<file path="src/inc/plcd_defines.svh">
// Purpose: constants for the pulse-width lube command decoder
// Assumes: 250 MHz clock, 10 ms internal time base
// Notes: times below are in milliseconds; the decoder turns them into ticks
//
// Overview of operation
// - 4.9-5.1 s pulse: one stroke, unit two
// - 7.9-8.1 s pulse: stroke on both units
// - 11.9-12.1 s pulse: fill command
// - fill runs 40 strokes per fitted unit
// - 13.9-14.1 s pulse: acknowledge overload, voltage errors
// - status low: only acknowledge is accepted
// - commands need status high over 3 s
// - falling edge starts run, status low throughout
// - motor run lasts 7 to 17 s
// - clean run end returns status high
// - fill: status high 0.5 s between strokes
// - command line ignored 3 s after run
// - fault during run reported instead of high
// - controller sees low over 3 s first
// - acknowledge end runs self-check, pass means ready
// - 1.9-2.1 s pulse: one stroke, unit one
// - out-of-window or over 15 s: no reaction
// - empty: 0.5 Hz square wave, else low
`ifndef PLCD_DEFINES_SVH
`define PLCD_DEFINES_SVH

`define PLCD_CLK_PERIOD_NS 4
`define PLCD_TICK_MS 10
`define PLCD_TICK_CYCLES ((`PLCD_TICK_MS * 1000000) / `PLCD_CLK_PERIOD_NS)
`define PLCD_MS2TICK(ms) ((ms) / `PLCD_TICK_MS)
`define PLCD_DEB_CYCLES 16

`define PLCD_ONE_MIN_MS 1900
`define PLCD_ONE_MAX_MS 2100
`define PLCD_TWO_MIN_MS 4900
`define PLCD_TWO_MAX_MS 5100
`define PLCD_BOTH_MIN_MS 7900
`define PLCD_BOTH_MAX_MS 8100
`define PLCD_FILL_MIN_MS 11900
`define PLCD_FILL_MAX_MS 12100
`define PLCD_ACK_MIN_MS 13900
`define PLCD_ACK_MAX_MS 14100
`define PLCD_OVER_MS 15000
`define PLCD_STEADY_MS 3000
`define PLCD_GAP_MS 500
`define PLCD_BLINK_HALF_MS 1000
`define PLCD_RUN_MIN_MS 7000
`define PLCD_RUN_MAX_MS 17000
`define PLCD_FILL_STROKES 40

`endif

</file>
<file path="src/inc/plcd_pkg.sv">
// Purpose: types for the pulse-width lube command decoder
// Assumes: used together with plcd_defines.svh
// Notes: none
package plcd_pkg;
    typedef enum logic [2:0] {
        plcd_st_ready, plcd_st_run, plcd_st_gap, plcd_st_empty, plcd_st_error
    } plcd_state_t;
    typedef enum logic [2:0] {
        plcd_cmd_none, plcd_cmd_one, plcd_cmd_two, plcd_cmd_both, plcd_cmd_fill, plcd_cmd_ack
    } plcd_cmd_t;
endpackage

</file>
<file path="src/hw/plcd_decoder.sv">
// Purpose: decode pulse-length commands, run pump strokes, drive status line
// Assumes: command line asynchronous to clk; motor driver reports stroke end
// Notes: counts above tick level are in 10 ms ticks
`timescale 1ns/1ns
`include "plcd_defines.svh"
module plcd_decoder #(
    parameter int TICK_CYCLES = `PLCD_TICK_CYCLES,
    parameter int DEB_CYCLES = `PLCD_DEB_CYCLES,
    parameter int FILL_STROKES = `PLCD_FILL_STROKES
) (
    // clock and reset
    input wire logic clk,
    input wire logic reset,
    // command line from the controller
    input wire logic cmd_line,
    // pump hardware
    input wire logic unit_two_fitted,
    input wire logic motor_done,
    input wire logic overload_fault,
    input wire logic supply_voltage_fault,
    input wire logic empty_level_fault,
    input wire logic cartridge_present,
    input wire logic self_check_ok,
    // outputs
    output logic status_out,
    output logic pump_unit_one,
    output logic pump_unit_two,
    output logic critical_fault
);
    localparam int PW = $clog2(TICK_CYCLES + 1);
    localparam int DW = $clog2(DEB_CYCLES + 1);
    localparam logic [11:0] T_ONE_LO = 12'(`PLCD_MS2TICK(`PLCD_ONE_MIN_MS));
    localparam logic [11:0] T_ONE_HI = 12'(`PLCD_MS2TICK(`PLCD_ONE_MAX_MS));
    localparam logic [11:0] T_TWO_LO = 12'(`PLCD_MS2TICK(`PLCD_TWO_MIN_MS));
    localparam logic [11:0] T_TWO_HI = 12'(`PLCD_MS2TICK(`PLCD_TWO_MAX_MS));
    localparam logic [11:0] T_BOTH_LO = 12'(`PLCD_MS2TICK(`PLCD_BOTH_MIN_MS));
    localparam logic [11:0] T_BOTH_HI = 12'(`PLCD_MS2TICK(`PLCD_BOTH_MAX_MS));
    localparam logic [11:0] T_FILL_LO = 12'(`PLCD_MS2TICK(`PLCD_FILL_MIN_MS));
    localparam logic [11:0] T_FILL_HI = 12'(`PLCD_MS2TICK(`PLCD_FILL_MAX_MS));
    localparam logic [11:0] T_ACK_LO = 12'(`PLCD_MS2TICK(`PLCD_ACK_MIN_MS));
    localparam logic [11:0] T_ACK_HI = 12'(`PLCD_MS2TICK(`PLCD_ACK_MAX_MS));
    localparam logic [11:0] T_OVER = 12'(`PLCD_MS2TICK(`PLCD_OVER_MS));
    localparam logic [11:0] T_STEADY = 12'(`PLCD_MS2TICK(`PLCD_STEADY_MS));
    localparam logic [11:0] T_GAP = 12'(`PLCD_MS2TICK(`PLCD_GAP_MS));
    localparam logic [11:0] T_BLINK = 12'(`PLCD_MS2TICK(`PLCD_BLINK_HALF_MS));
    localparam logic [11:0] T_RUN_LO = 12'(`PLCD_MS2TICK(`PLCD_RUN_MIN_MS));
    localparam logic [11:0] T_RUN_HI = 12'(`PLCD_MS2TICK(`PLCD_RUN_MAX_MS));
    localparam logic [7:0] N_FILL = 8'(FILL_STROKES);
    localparam logic [11:0] SAT = 12'hfff;

    plcd_pkg::plcd_state_t state_r, state_nxt;
    logic [PW-1:0] pre_r;
    logic sync1_r, sync2_r, deb_r, deb_d_r;
    logic [DW-1:0] deb_cnt_r;
    logic [11:0] len_r, hold_r, tmr_r;
    logic [7:0] left_r, left_nxt, two_r, two_nxt;
    logic fill_r, fill_nxt, crit_r, crit_nxt, blink_r;
    logic status_r, status_nxt, motor_one_r, motor_two_r;

    // time base
    wire tick = (pre_r == PW'(TICK_CYCLES - 1));
    always_ff @(posedge clk) begin
        if (reset || tick) pre_r <= '0;
        else pre_r <= pre_r + 1'b1;
    end

    // input synchroniser and debounce; filter reads only the second stage
    always_ff @(posedge clk) begin
        if (reset) begin
            sync1_r <= 1'b0;
            sync2_r <= 1'b0;
        end else begin
            sync1_r <= cmd_line;
            sync2_r <= sync1_r;
        end
    end
    wire deb_flip = (sync2_r != deb_r) && (deb_cnt_r == DW'(DEB_CYCLES - 1));
    always_ff @(posedge clk) begin
        if (reset) begin
            deb_r <= 1'b0;
            deb_d_r <= 1'b0;
            deb_cnt_r <= '0;
        end else begin
            deb_r <= deb_flip ? sync2_r : deb_r;
            deb_d_r <= deb_r;
            deb_cnt_r <= (sync2_r == deb_r || deb_flip) ? '0 : deb_cnt_r + 1'b1;
        end
    end
    wire rise = deb_r && !deb_d_r;
    wire fall = !deb_r && deb_d_r;

    // pulse length in ticks, saturating past the over-long limit
    always_ff @(posedge clk) begin
        if (reset || rise) len_r <= '0;
        else if (deb_r && tick && len_r <= T_OVER) len_r <= len_r + 1'b1;
    end

    // classification: anything outside the windows decodes to none
    wire in_one = len_r >= T_ONE_LO && len_r <= T_ONE_HI;
    wire in_two = len_r >= T_TWO_LO && len_r <= T_TWO_HI;
    wire in_both = len_r >= T_BOTH_LO && len_r <= T_BOTH_HI;
    wire in_fill = len_r >= T_FILL_LO && len_r <= T_FILL_HI;
    wire in_ack = len_r >= T_ACK_LO && len_r <= T_ACK_HI;
    plcd_pkg::plcd_cmd_t cmd;
    assign cmd = !fall ? plcd_pkg::plcd_cmd_none :
                 in_one ? plcd_pkg::plcd_cmd_one :
                 in_two ? plcd_pkg::plcd_cmd_two :
                 in_both ? plcd_pkg::plcd_cmd_both :
                 in_fill ? plcd_pkg::plcd_cmd_fill :
                 in_ack ? plcd_pkg::plcd_cmd_ack : plcd_pkg::plcd_cmd_none;

    // status steady time, restarted on every level change
    wire steady = hold_r > T_STEADY;
    wire ready_ok = status_r && steady;
    wire err_ok = !status_r && steady;
    wire hw_fault = overload_fault || supply_voltage_fault;
    wire last = (left_r == 8'h01);
    wire done_ok = motor_done && tmr_r >= T_RUN_LO;
    wire run_short = motor_done && tmr_r < T_RUN_LO;
    wire run_long = tmr_r >= T_RUN_HI;
    wire blink_hit = (state_r == plcd_pkg::plcd_st_empty) && tick && tmr_r == T_BLINK - 1'b1;

    always_comb begin
        state_nxt = state_r;
        left_nxt = left_r;
        two_nxt = two_r;
        fill_nxt = fill_r;
        crit_nxt = crit_r;
        case (state_r)
            plcd_pkg::plcd_st_ready: begin
                if (hw_fault) begin
                    state_nxt = plcd_pkg::plcd_st_error;
                end else if (ready_ok && cmd != plcd_pkg::plcd_cmd_none) begin
                    fill_nxt = 1'b0;
                    if (cmd == plcd_pkg::plcd_cmd_one) begin
                        left_nxt = 8'h01;
                        two_nxt = 8'h00;
                        state_nxt = plcd_pkg::plcd_st_run;
                    end else if (cmd == plcd_pkg::plcd_cmd_two && unit_two_fitted) begin
                        left_nxt = 8'h01;
                        two_nxt = 8'h01;
                        state_nxt = plcd_pkg::plcd_st_run;
                    end else if (cmd == plcd_pkg::plcd_cmd_both) begin
                        left_nxt = unit_two_fitted ? 8'h02 : 8'h01;
                        two_nxt = unit_two_fitted ? 8'h01 : 8'h00;
                        state_nxt = plcd_pkg::plcd_st_run;
                    end else if (cmd == plcd_pkg::plcd_cmd_fill) begin
                        left_nxt = unit_two_fitted ? 8'(N_FILL + N_FILL) : N_FILL;
                        two_nxt = unit_two_fitted ? N_FILL : 8'h00;
                        fill_nxt = 1'b1;
                        state_nxt = plcd_pkg::plcd_st_run;
                    end
                end
            end
            plcd_pkg::plcd_st_run: begin
                if (hw_fault) begin
                    left_nxt = 8'h00;
                    state_nxt = plcd_pkg::plcd_st_error;
                end else if (run_short || run_long) begin
                    crit_nxt = 1'b1;
                    left_nxt = 8'h00;
                    state_nxt = plcd_pkg::plcd_st_error;
                end else if (done_ok) begin
                    left_nxt = left_r - 1'b1;
                    if (empty_level_fault) state_nxt = plcd_pkg::plcd_st_empty;
                    else if (last) state_nxt = plcd_pkg::plcd_st_ready;
                    else if (fill_r) state_nxt = plcd_pkg::plcd_st_gap;
                    else state_nxt = plcd_pkg::plcd_st_run;
                end
            end
            plcd_pkg::plcd_st_gap: begin
                if (tick && tmr_r == T_GAP - 1'b1) state_nxt = plcd_pkg::plcd_st_run;
            end
            plcd_pkg::plcd_st_empty: begin
                // a fill cut short by an empty cartridge resumes after the swap
                if (!empty_level_fault && cartridge_present) begin
                    state_nxt = (left_r != 8'h00) ? plcd_pkg::plcd_st_run
                                                  : plcd_pkg::plcd_st_ready;
                end
            end
            default: begin
                if (err_ok && cmd == plcd_pkg::plcd_cmd_ack && self_check_ok && !hw_fault
                    && !crit_r) begin
                    state_nxt = plcd_pkg::plcd_st_ready;
                end
            end
        endcase
    end

    wire tmr_clr = (state_nxt != state_r) || blink_hit
                   || (state_r == plcd_pkg::plcd_st_run && done_ok);
    assign status_nxt = (state_nxt == plcd_pkg::plcd_st_ready)
                        || (state_nxt == plcd_pkg::plcd_st_gap)
                        || (state_nxt == plcd_pkg::plcd_st_empty && cartridge_present
                            && (blink_r ^ blink_hit));

    always_ff @(posedge clk) begin
        if (reset) begin
            state_r <= plcd_pkg::plcd_st_ready;
            left_r <= 8'h00;
            two_r <= 8'h00;
            fill_r <= 1'b0;
            crit_r <= 1'b0;
            blink_r <= 1'b0;
            status_r <= 1'b1;
            motor_one_r <= 1'b0;
            motor_two_r <= 1'b0;
        end else begin
            state_r <= state_nxt;
            left_r <= left_nxt;
            two_r <= two_nxt;
            fill_r <= fill_nxt;
            crit_r <= crit_nxt;
            blink_r <= (state_nxt != plcd_pkg::plcd_st_empty) ? 1'b0 : blink_r ^ blink_hit;
            status_r <= status_nxt;
            motor_one_r <= state_nxt == plcd_pkg::plcd_st_run && left_nxt > two_nxt;
            motor_two_r <= state_nxt == plcd_pkg::plcd_st_run && left_nxt <= two_nxt;
        end
    end

    always_ff @(posedge clk) begin
        if (reset || tmr_clr) tmr_r <= '0;
        else if (tick && tmr_r != SAT) tmr_r <= tmr_r + 1'b1;
    end
    // steady timer restarts with each status edge, which also blanks gap
    always_ff @(posedge clk) begin
        if (reset || status_nxt != status_r) hold_r <= '0;
        else if (tick && hold_r != SAT) hold_r <= hold_r + 1'b1;
    end

    assign status_out = status_r;
    assign pump_unit_one = motor_one_r;
    assign pump_unit_two = motor_two_r;
    assign critical_fault = crit_r;
endmodule

</file>
<file path="config.mk">
export PLATFORM = sky130hd
export DESIGN_NAME = plcd_decoder
export DESIGN_NICKNAME = d
export VERILOG_FILES = /design/src/inc/plcd_pkg.sv /design/src/hw/plcd_decoder.sv
export VERILOG_INCLUDE_DIRS = /design/src /design/src/inc
export SDC_FILE = /design/constraint.sdc
export NUM_CORES = 1
export LEC_CHECK = 0
export ABC_CLOCK_PERIOD_IN_PS = 6600
export BUFFER_PORTS_ARGS = -buffer_cell sky130_fd_sc_hd__buf_4
export CAP_MARGIN = 20
export CORE_ASPECT_RATIO = 0.8
export CORE_MARGIN = 2
export CORE_UTILIZATION = 60
export CTS_CLUSTER_SIZE = 30
export DETAILED_ROUTE_END_ITERATION = 16
export GPL_ROUTABILITY_DRIVEN = 0
export GPL_TIMING_DRIVEN = 0
export PLACE_DENSITY = 0.82
export SYNTH_ARGS = -nofsm -noshare
export SYNTH_HDL_FRONTEND = slang
export SYNTH_SLANG_ARGS = --single-unit
export TNS_END_PERCENT = 5
</file>
<file path="constraint.sdc">
create_clock -name clk -period 6.6 [get_ports clk]
set_clock_uncertainty 0.2 [all_clocks]
set_input_delay 0.33 -clock clk [delete_from_list [all_inputs] [get_ports clk]]
set_output_delay 0.33 -clock clk [all_outputs]
set_load 0.02 [all_outputs]
</file>
==> out/metrics.yaml, run 1 <==
seqPwrFrac: 0.475
synthCells: 711
synthesis.nets: 741
grt_pass1_vias: 5203
worstSetupStartpointType: "register"
ys.flop_type: "dfxtp_1"
drt_iter0_markers: 527
antenna_found_initial: 0
slew_viol_final: 0
critPathRequiredTime_ns: 6.70
peakVddDrop_mv: 0.118
synth-edff-count: 0
final_nets: 763
cts_resized: 0
drive_above_1_share: 0.0989
switching_share: 0.251
timing.setup.tns_ns: 0
fp.dieH_um: 92.9
postSynth.asyncResetShare: 0
rsz0062_at_grt: "false"
syn_area_um2: 5930
relSlewSlack: 0.518
p_comb_frac: 0.084
worst-setup-path-type: "reg -> reg"
cts_tree: "built"
netSwitchingPower_w: 0.000298
tightest_slew_ns: 0.716
grt_pass1_wl_mm: 25.3
num_io_pins: 14
h-tree-depth: 3
power-per-cell-area_nw_per_um2: 183
grt_max_degree: 16
insertion_delay_ns: 0.35
critPathCaptureType: "register"
antenna_cells: 0
synth.area.mux_share: 0.0253
fin_crit_ns: 4.67
cts.sinks: 92
core_area_um2: 9650
hold_slack_ns: 0.242
vias: 5645
yosysWarnings: 0
hpwl_mm: 11.1
track_usage: 0.297
drt_wl_total_mm: 15.3
avgRoutedWirePerCell_um: 17.5
drtAntennaViolNets: 0
fp.dieW_um: 115
drt_pass1_iterations: 5
synth-simple-area-share: 0.273
synth_top_family_by_area: "simple AND/OR/NAND/NOR gates"
synth_seq_area_share: 0.310
fmax_mhz: 214
intPower_w: 0.000890
layout_worst_path_cycle_share: 0.708
synthAdderAreaFrac: 0.0422
synth_compound_area_frac: 0.209
via_per_inst: 6.46
start_util: 0.615
ys_ff_latch: 92
max_cap_viol_count: 0
power_w: 0.00119
setup_violations: 0
drc: 0
n_fill_cell: 761
avgSynthCellArea_um2: 8.34
synthXorXnorAreaFrac: 0.0736
clockPowerShare: 0.441
crit_arrival_ns: 4.77
synth_cell_types: 93
areaGrowthSynthToFinish_pct: 9.24
cts_buffers: 9
p_leak_nw: 2.31
clk_pin_slew_ns: 0.07
hold_violations: 0
clock-root-buffer: "clkbuf_16"
grt.overflow.total: 0
status: "finished, final reports clean"
io_buffers: 10
die-area_um2: 10700
hold_path.class: "reg -> reg"
clockBufferDepth: 2
critPathMaxFanout: 10
rows: 32
==> per-layer routing <==
layer  vias to the layer above  track usage  wire [µm]
met4                         0        0.113        385
met3                        40       0.0681       1530
met1                      2628        0.426       6890
met2                       303        0.429       6500
met5                         -            0          0
li1                       2674            -          -
==> synth_stat cells (5+ instances only) <==
cell type,instances,share of area
o31a_1,5,0.0074
o21ai_0,24,0.020
inv_1,35,0.022
nor4_1,13,0.014
nand3_1,40,0.034
buf_2,6,0.0051
o2111a_1,5,0.0095
mux2i_1,15,0.025
nand4_1,21,0.022
xnor2_1,26,0.038
or3_1,13,0.014
and3_1,14,0.015
nor2_1,79,0.050
a21oi_1,27,0.023
o211ai_1,9,0.011
nor4bb_1,5,0.0084
nor3_1,21,0.018
dfxtp_1,92,0.31
ha_1,20,0.042
a211oi_1,21,0.027
buf_6,5,0.0095
nand2_1,33,0.021
o21a_1,7,0.0089
xor2_1,22,0.032
and2_1,10,0.011
clkbuf_1,24,0.015
nor2b_1,8,0.0084
==> layout make-up <==
cell class	count	area (µm²)	share of cell area
multi-input combinational	540	3700	0.571
sequential	92	1840	0.284
buffer	44	262	0.0404
clock buffer	10	229	0.0353
tap	136	170	0.0263
inverter	35	131	0.0203
timing repair buffer	11	85.1	0.0131
clock inverter	6	63.8	0.00985
==> worst max-delay path, cell delays in order, from the launching register on <==
cell       delay [ns]
dfxtp_1          0.32
clkbuf_1         0.41
nand4_1          0.33
nor3_1           0.21
o2111ai_1        0.24
a2111oi_0        0.72
or3_1            0.22
a21oi_1          0.09
a21oi_1          0.26
ha_1             0.30
nor2b_1          0.14
o21a_1           0.17
o21a_1           0.18
o21ai_0          0.19
a21oi_1          0.10
o31ai_1          0.31
and4bb_1         0.23
==> stage by stage <==
stage / util / worst slack (ns) / instances / cell area, µm²
floorplan: - / 2.78 / 711 / 5930
global placement: 0.640 / 2.23 / 857 / 6180
detailed placement: 0.640 / 2.15 / 857 / 6180
CTS: 0.672 / 2.10 / 874 / 6480
global route: 0.672 / 1.67 / 874 / 6480
finish: 0.672 / 1.93 / 874 / 6480
==> placed cells by master (no fill, tap or decap), types with 10 or more instances in the layout <==
cell and instances:
and3_1 14, nor3_1 21, nand4_1 21, o21ai_0 24
xnor2_1 26, a211oi_1 21, nand3_1 40, ha_1 20
xor2_1 22, nor2_1 79, or3_1 13, dfxtp_1 92
clkbuf_1 25, and2_1 10, nor4_1 13, mux2i_1 15
nand2_1 33, inv_1 35, buf_4 13, a21oi_1 27
==> power by group through the flow <==
stage          clock (W)  sequential, W  combinational [W]
6_report        0.000524       0.000565          0.0000995
5_1_grt         0.000550       0.000565           0.000107
4_1_cts         0.000527       0.000565          0.0000977
3_5_place_dp           0       0.000577          0.0000964
3_3_place_gp           0       0.000577          0.0000939
2_1_floorplan          0       0.000577          0.0000696
==> cell families after synthesis <==
| group | count (synthesis) |
|---|---|
| AO/OA/AOI/OAI | 161 |
| multiplexers | 15 |
| XOR/XNOR | 49 |
| adder cells (fa/ha/maj) | 20 |
| buffers and inverters | 79 |
| AND/OR/NAND/NOR | 295 |
| flip-flops | 92 |
==> worst paths after layout <==
path             from            end  slack, ns  cells after the start
max          len_r[6]  pump_unit_two       1.93                     16
min           sync1_r        sync2_r       0.24                      1
max reg2reg  len_r[6]  pump_unit_two       1.93                     16
min reg2reg   sync1_r        sync2_r       0.24                      1
==> flip-flops by register name, indices dropped and copies added, names as in the netlist, 3 cells and up <==
signal / cells
pre_r: 22
hold_r: 12
len_r: 12
tmr_r: 12
left_r: 8
two_r: 8
deb_cnt_r: 5
state_r: 3
==> timing repair <==
item                                   CTS  global route
buffers inserted                         0             0
endpoints found under the hold margin    1             0
hold buffers                             1             0
Power figures use the tool's default switching activity.
==> run 2, diff against run 1 <==
Settings changed: ABC_CLOCK_PERIOD_IN_PS 6600 to 4600.
Clock period 6.6 ns to 4.6 ns, I/O delays scaled along.
==> out/metrics.yaml, run 2 (synthesis results as in run 1) <==
die-area_um2: 10700  # unchanged
crit_path_frequent_cell: "a21oi_1"  # unchanged
hold_path.class: "in -> reg"  # was reg -> reg
clk_pin_slew_ns: 0.07  # about the same
crit_chain: "or4_1 > a211oi_2 > o221ai_4 > o211a_1 > or3_1 > a21oi_1 > a21oi_1 > ha_1 > nor2b_1 > o21a_1 > o21a_1 > o21ai_0 > a21oi_1 > o31ai_2 > and4bb_1"  # was clkbuf_1 > nand4_1 > nor3_1 > o2111ai_1 > a2111oi_0 > or3_1 > a21oi_1 > a21oi_1 > ha_1 > nor2b_1 > o21a_1 > o21a_1 > o21ai_0 > a21oi_1 > o31ai_1 > and4bb_1
drt_pass1_iterations: 5  # unchanged
layout_worst_path_cycle_share: 0.963  # was 0.708
cp_top_family: "compound AO/OA/AOI/OAI gates"  # unchanged
grt.overflow.total: 0  # unchanged
fp.dieW_um: 115  # unchanged
slew_viol_final: 0  # unchanged
critPathCaptureType: "register"  # unchanged
clock-root-buffer: "clkbuf_16"  # unchanged
max_cap_viol_count: 0  # unchanged
power_w: 0.00170  # was 0.00119 W
track_usage: 0.297  # unchanged
grt_pass1_wl_mm: 25.3  # unchanged
drt_iter0_markers: 502  # was 527
largest-register: "pre_r"  # unchanged
worst-setup-path-type: "reg -> reg"  # unchanged
antenna_cells: 0  # unchanged
drt_wl_total_mm: 15.4  # was 15.3 mm
setup_violations: 0  # unchanged
hpwl_mm: 11.1  # unchanged
crit_arrival_ns: 4.52  # was 4.77 ns
worstSetupStartpointType: "register"  # unchanged
peakVddDrop_mv: 0.169  # was 0.118 mV
drtAntennaViolNets: 0  # unchanged
fin_crit_ns: 4.43  # was 4.67 ns
fp.dieH_um: 92.9  # unchanged
num_io_pins: 14  # unchanged
via_per_inst: 6.45  # was 6.46
critPathBufInv: 0  # was 1
vias: 5638  # was 5645
cts_buffers: 9  # unchanged
largest_reg_flops: 22  # unchanged
cts.sinks: 92  # unchanged
critPathRequiredTime_ns: 4.70  # was 6.70 ns
antenna_found_initial: 0  # unchanged
grt_pass1_vias: 5203  # unchanged
rows: 32  # unchanged
critPathMaxFanout: 7  # was 10
insertion_delay_ns: 0.35  # about the same
power-per-cell-area_nw_per_um2: 261  # was 183 nW/µm²
final_nets: 763  # unchanged
place_ws_ns: 0.148  # was 2.15 ns
io_buffers: 10  # unchanged
final_common_cell: "dfxtp_1"  # unchanged
cpPeakStageDelay_ns: 0.60  # was 0.72 ns
timing.final.ws_setup_ns: 0.171  # was 1.93 ns
grt_max_degree: 16  # unchanged
fmax_mhz: 226  # was 214 MHz
status: "finished, final reports clean"  # unchanged
tightest_slew_ns: 0.719  # was 0.716 ns
clockBufferDepth: 2  # unchanged
start_util: 0.615  # unchanged
drc: 0  # unchanged
h-tree-depth: 3  # unchanged
relSlewSlack: 0.516  # was 0.518
areaGrowthSynthToFinish_pct: 9.85  # was 9.24%
core_area_um2: 9650  # unchanged
cpMaxStageDelayCell: "or4_1"  # was a2111oi_0
drive_above_1_share: 0.112  # was 0.0989
layout_common_cells: "dfxtp_1, nor2_1, nand3_1"  # unchanged
hold_violations: 0  # unchanged
p_leak_nw: 2.34  # was 2.31 nW
post_cts_buffers: 0  # unchanged
avgRoutedWirePerCell_um: 17.6  # was 17.5 µm
cts_tree: "built"  # unchanged
[run 2: stage by stage]
step	hold WS [ns]	utilization	std cells	area [µm²]	TNS, ns
detailed placement	0.238	0.640	857	6180	0
finish	0.162	0.675	874	6520	0
global placement	0.227	0.640	857	6180	0
global route	0.235	0.675	874	6520	-0.00219
floorplan	0.158	-	711	5930	0
CTS	0.137	0.672	874	6480	0
[run 2: layout make-up]
cell class / count / area [µm²]
Clock inverter: 6 / 63.8
Timing Repair Buffer: 11 / 85.1
Tap cell: 136 / 170
Clock buffer: 10 / 229
Inverter: 35 / 131
Sequential cell: 92 / 1840
Fill cell: 756 / 3130
Buffer: 44 / 270
Multi-Input combinational cell: 540 / 3720
[run 2: routing by layer]
layer / routed length [µm] / global-route usage / vias up
met1: 7050 / 0.426 / 2666
met3: 1410 / 0.0681 / 40
met2: 6610 / 0.429 / 264
met4: 359 / 0.113 / 0
met5: 0 / 0 / -
li1: - / - / 2668
[run 2: worst paths after layout]
path / start / endpoint / slack (ns) / cells after the start
max: len_r[2] / pump_unit_two / 0.17 / 15
min reg2reg: sync1_r / sync2_r / 0.24 / 1
min: motor_done / critical_fault / 0.16 / 4
max reg2reg: len_r[2] / pump_unit_two / 0.17 / 15
[run 2: repair_timing]
item | CTS | global route
endpoints found under the hold margin | 1 | 0
endpoints found under the setup margin | 0 | 2
resized for setup | 0 | 19
hold buffers | 1 | 0
[run 2: where the power goes]
group / internal (W) / switching, W / total [W]
combinational: 0.0000515 / 0.0000915 / 0.000143
clock: 0.000422 / 0.000327 / 0.000748
sequential: 0.000803 / 0.00000715 / 0.000810
total: 0.00128 / 0.000425 / 0.00170
[run 2: tightest hold or removal path, stage by stage]
cell,delay (ns)
buf_8,0.09
a21o_2,0.16
a41oi_1,0.12
nor2_1,0.07
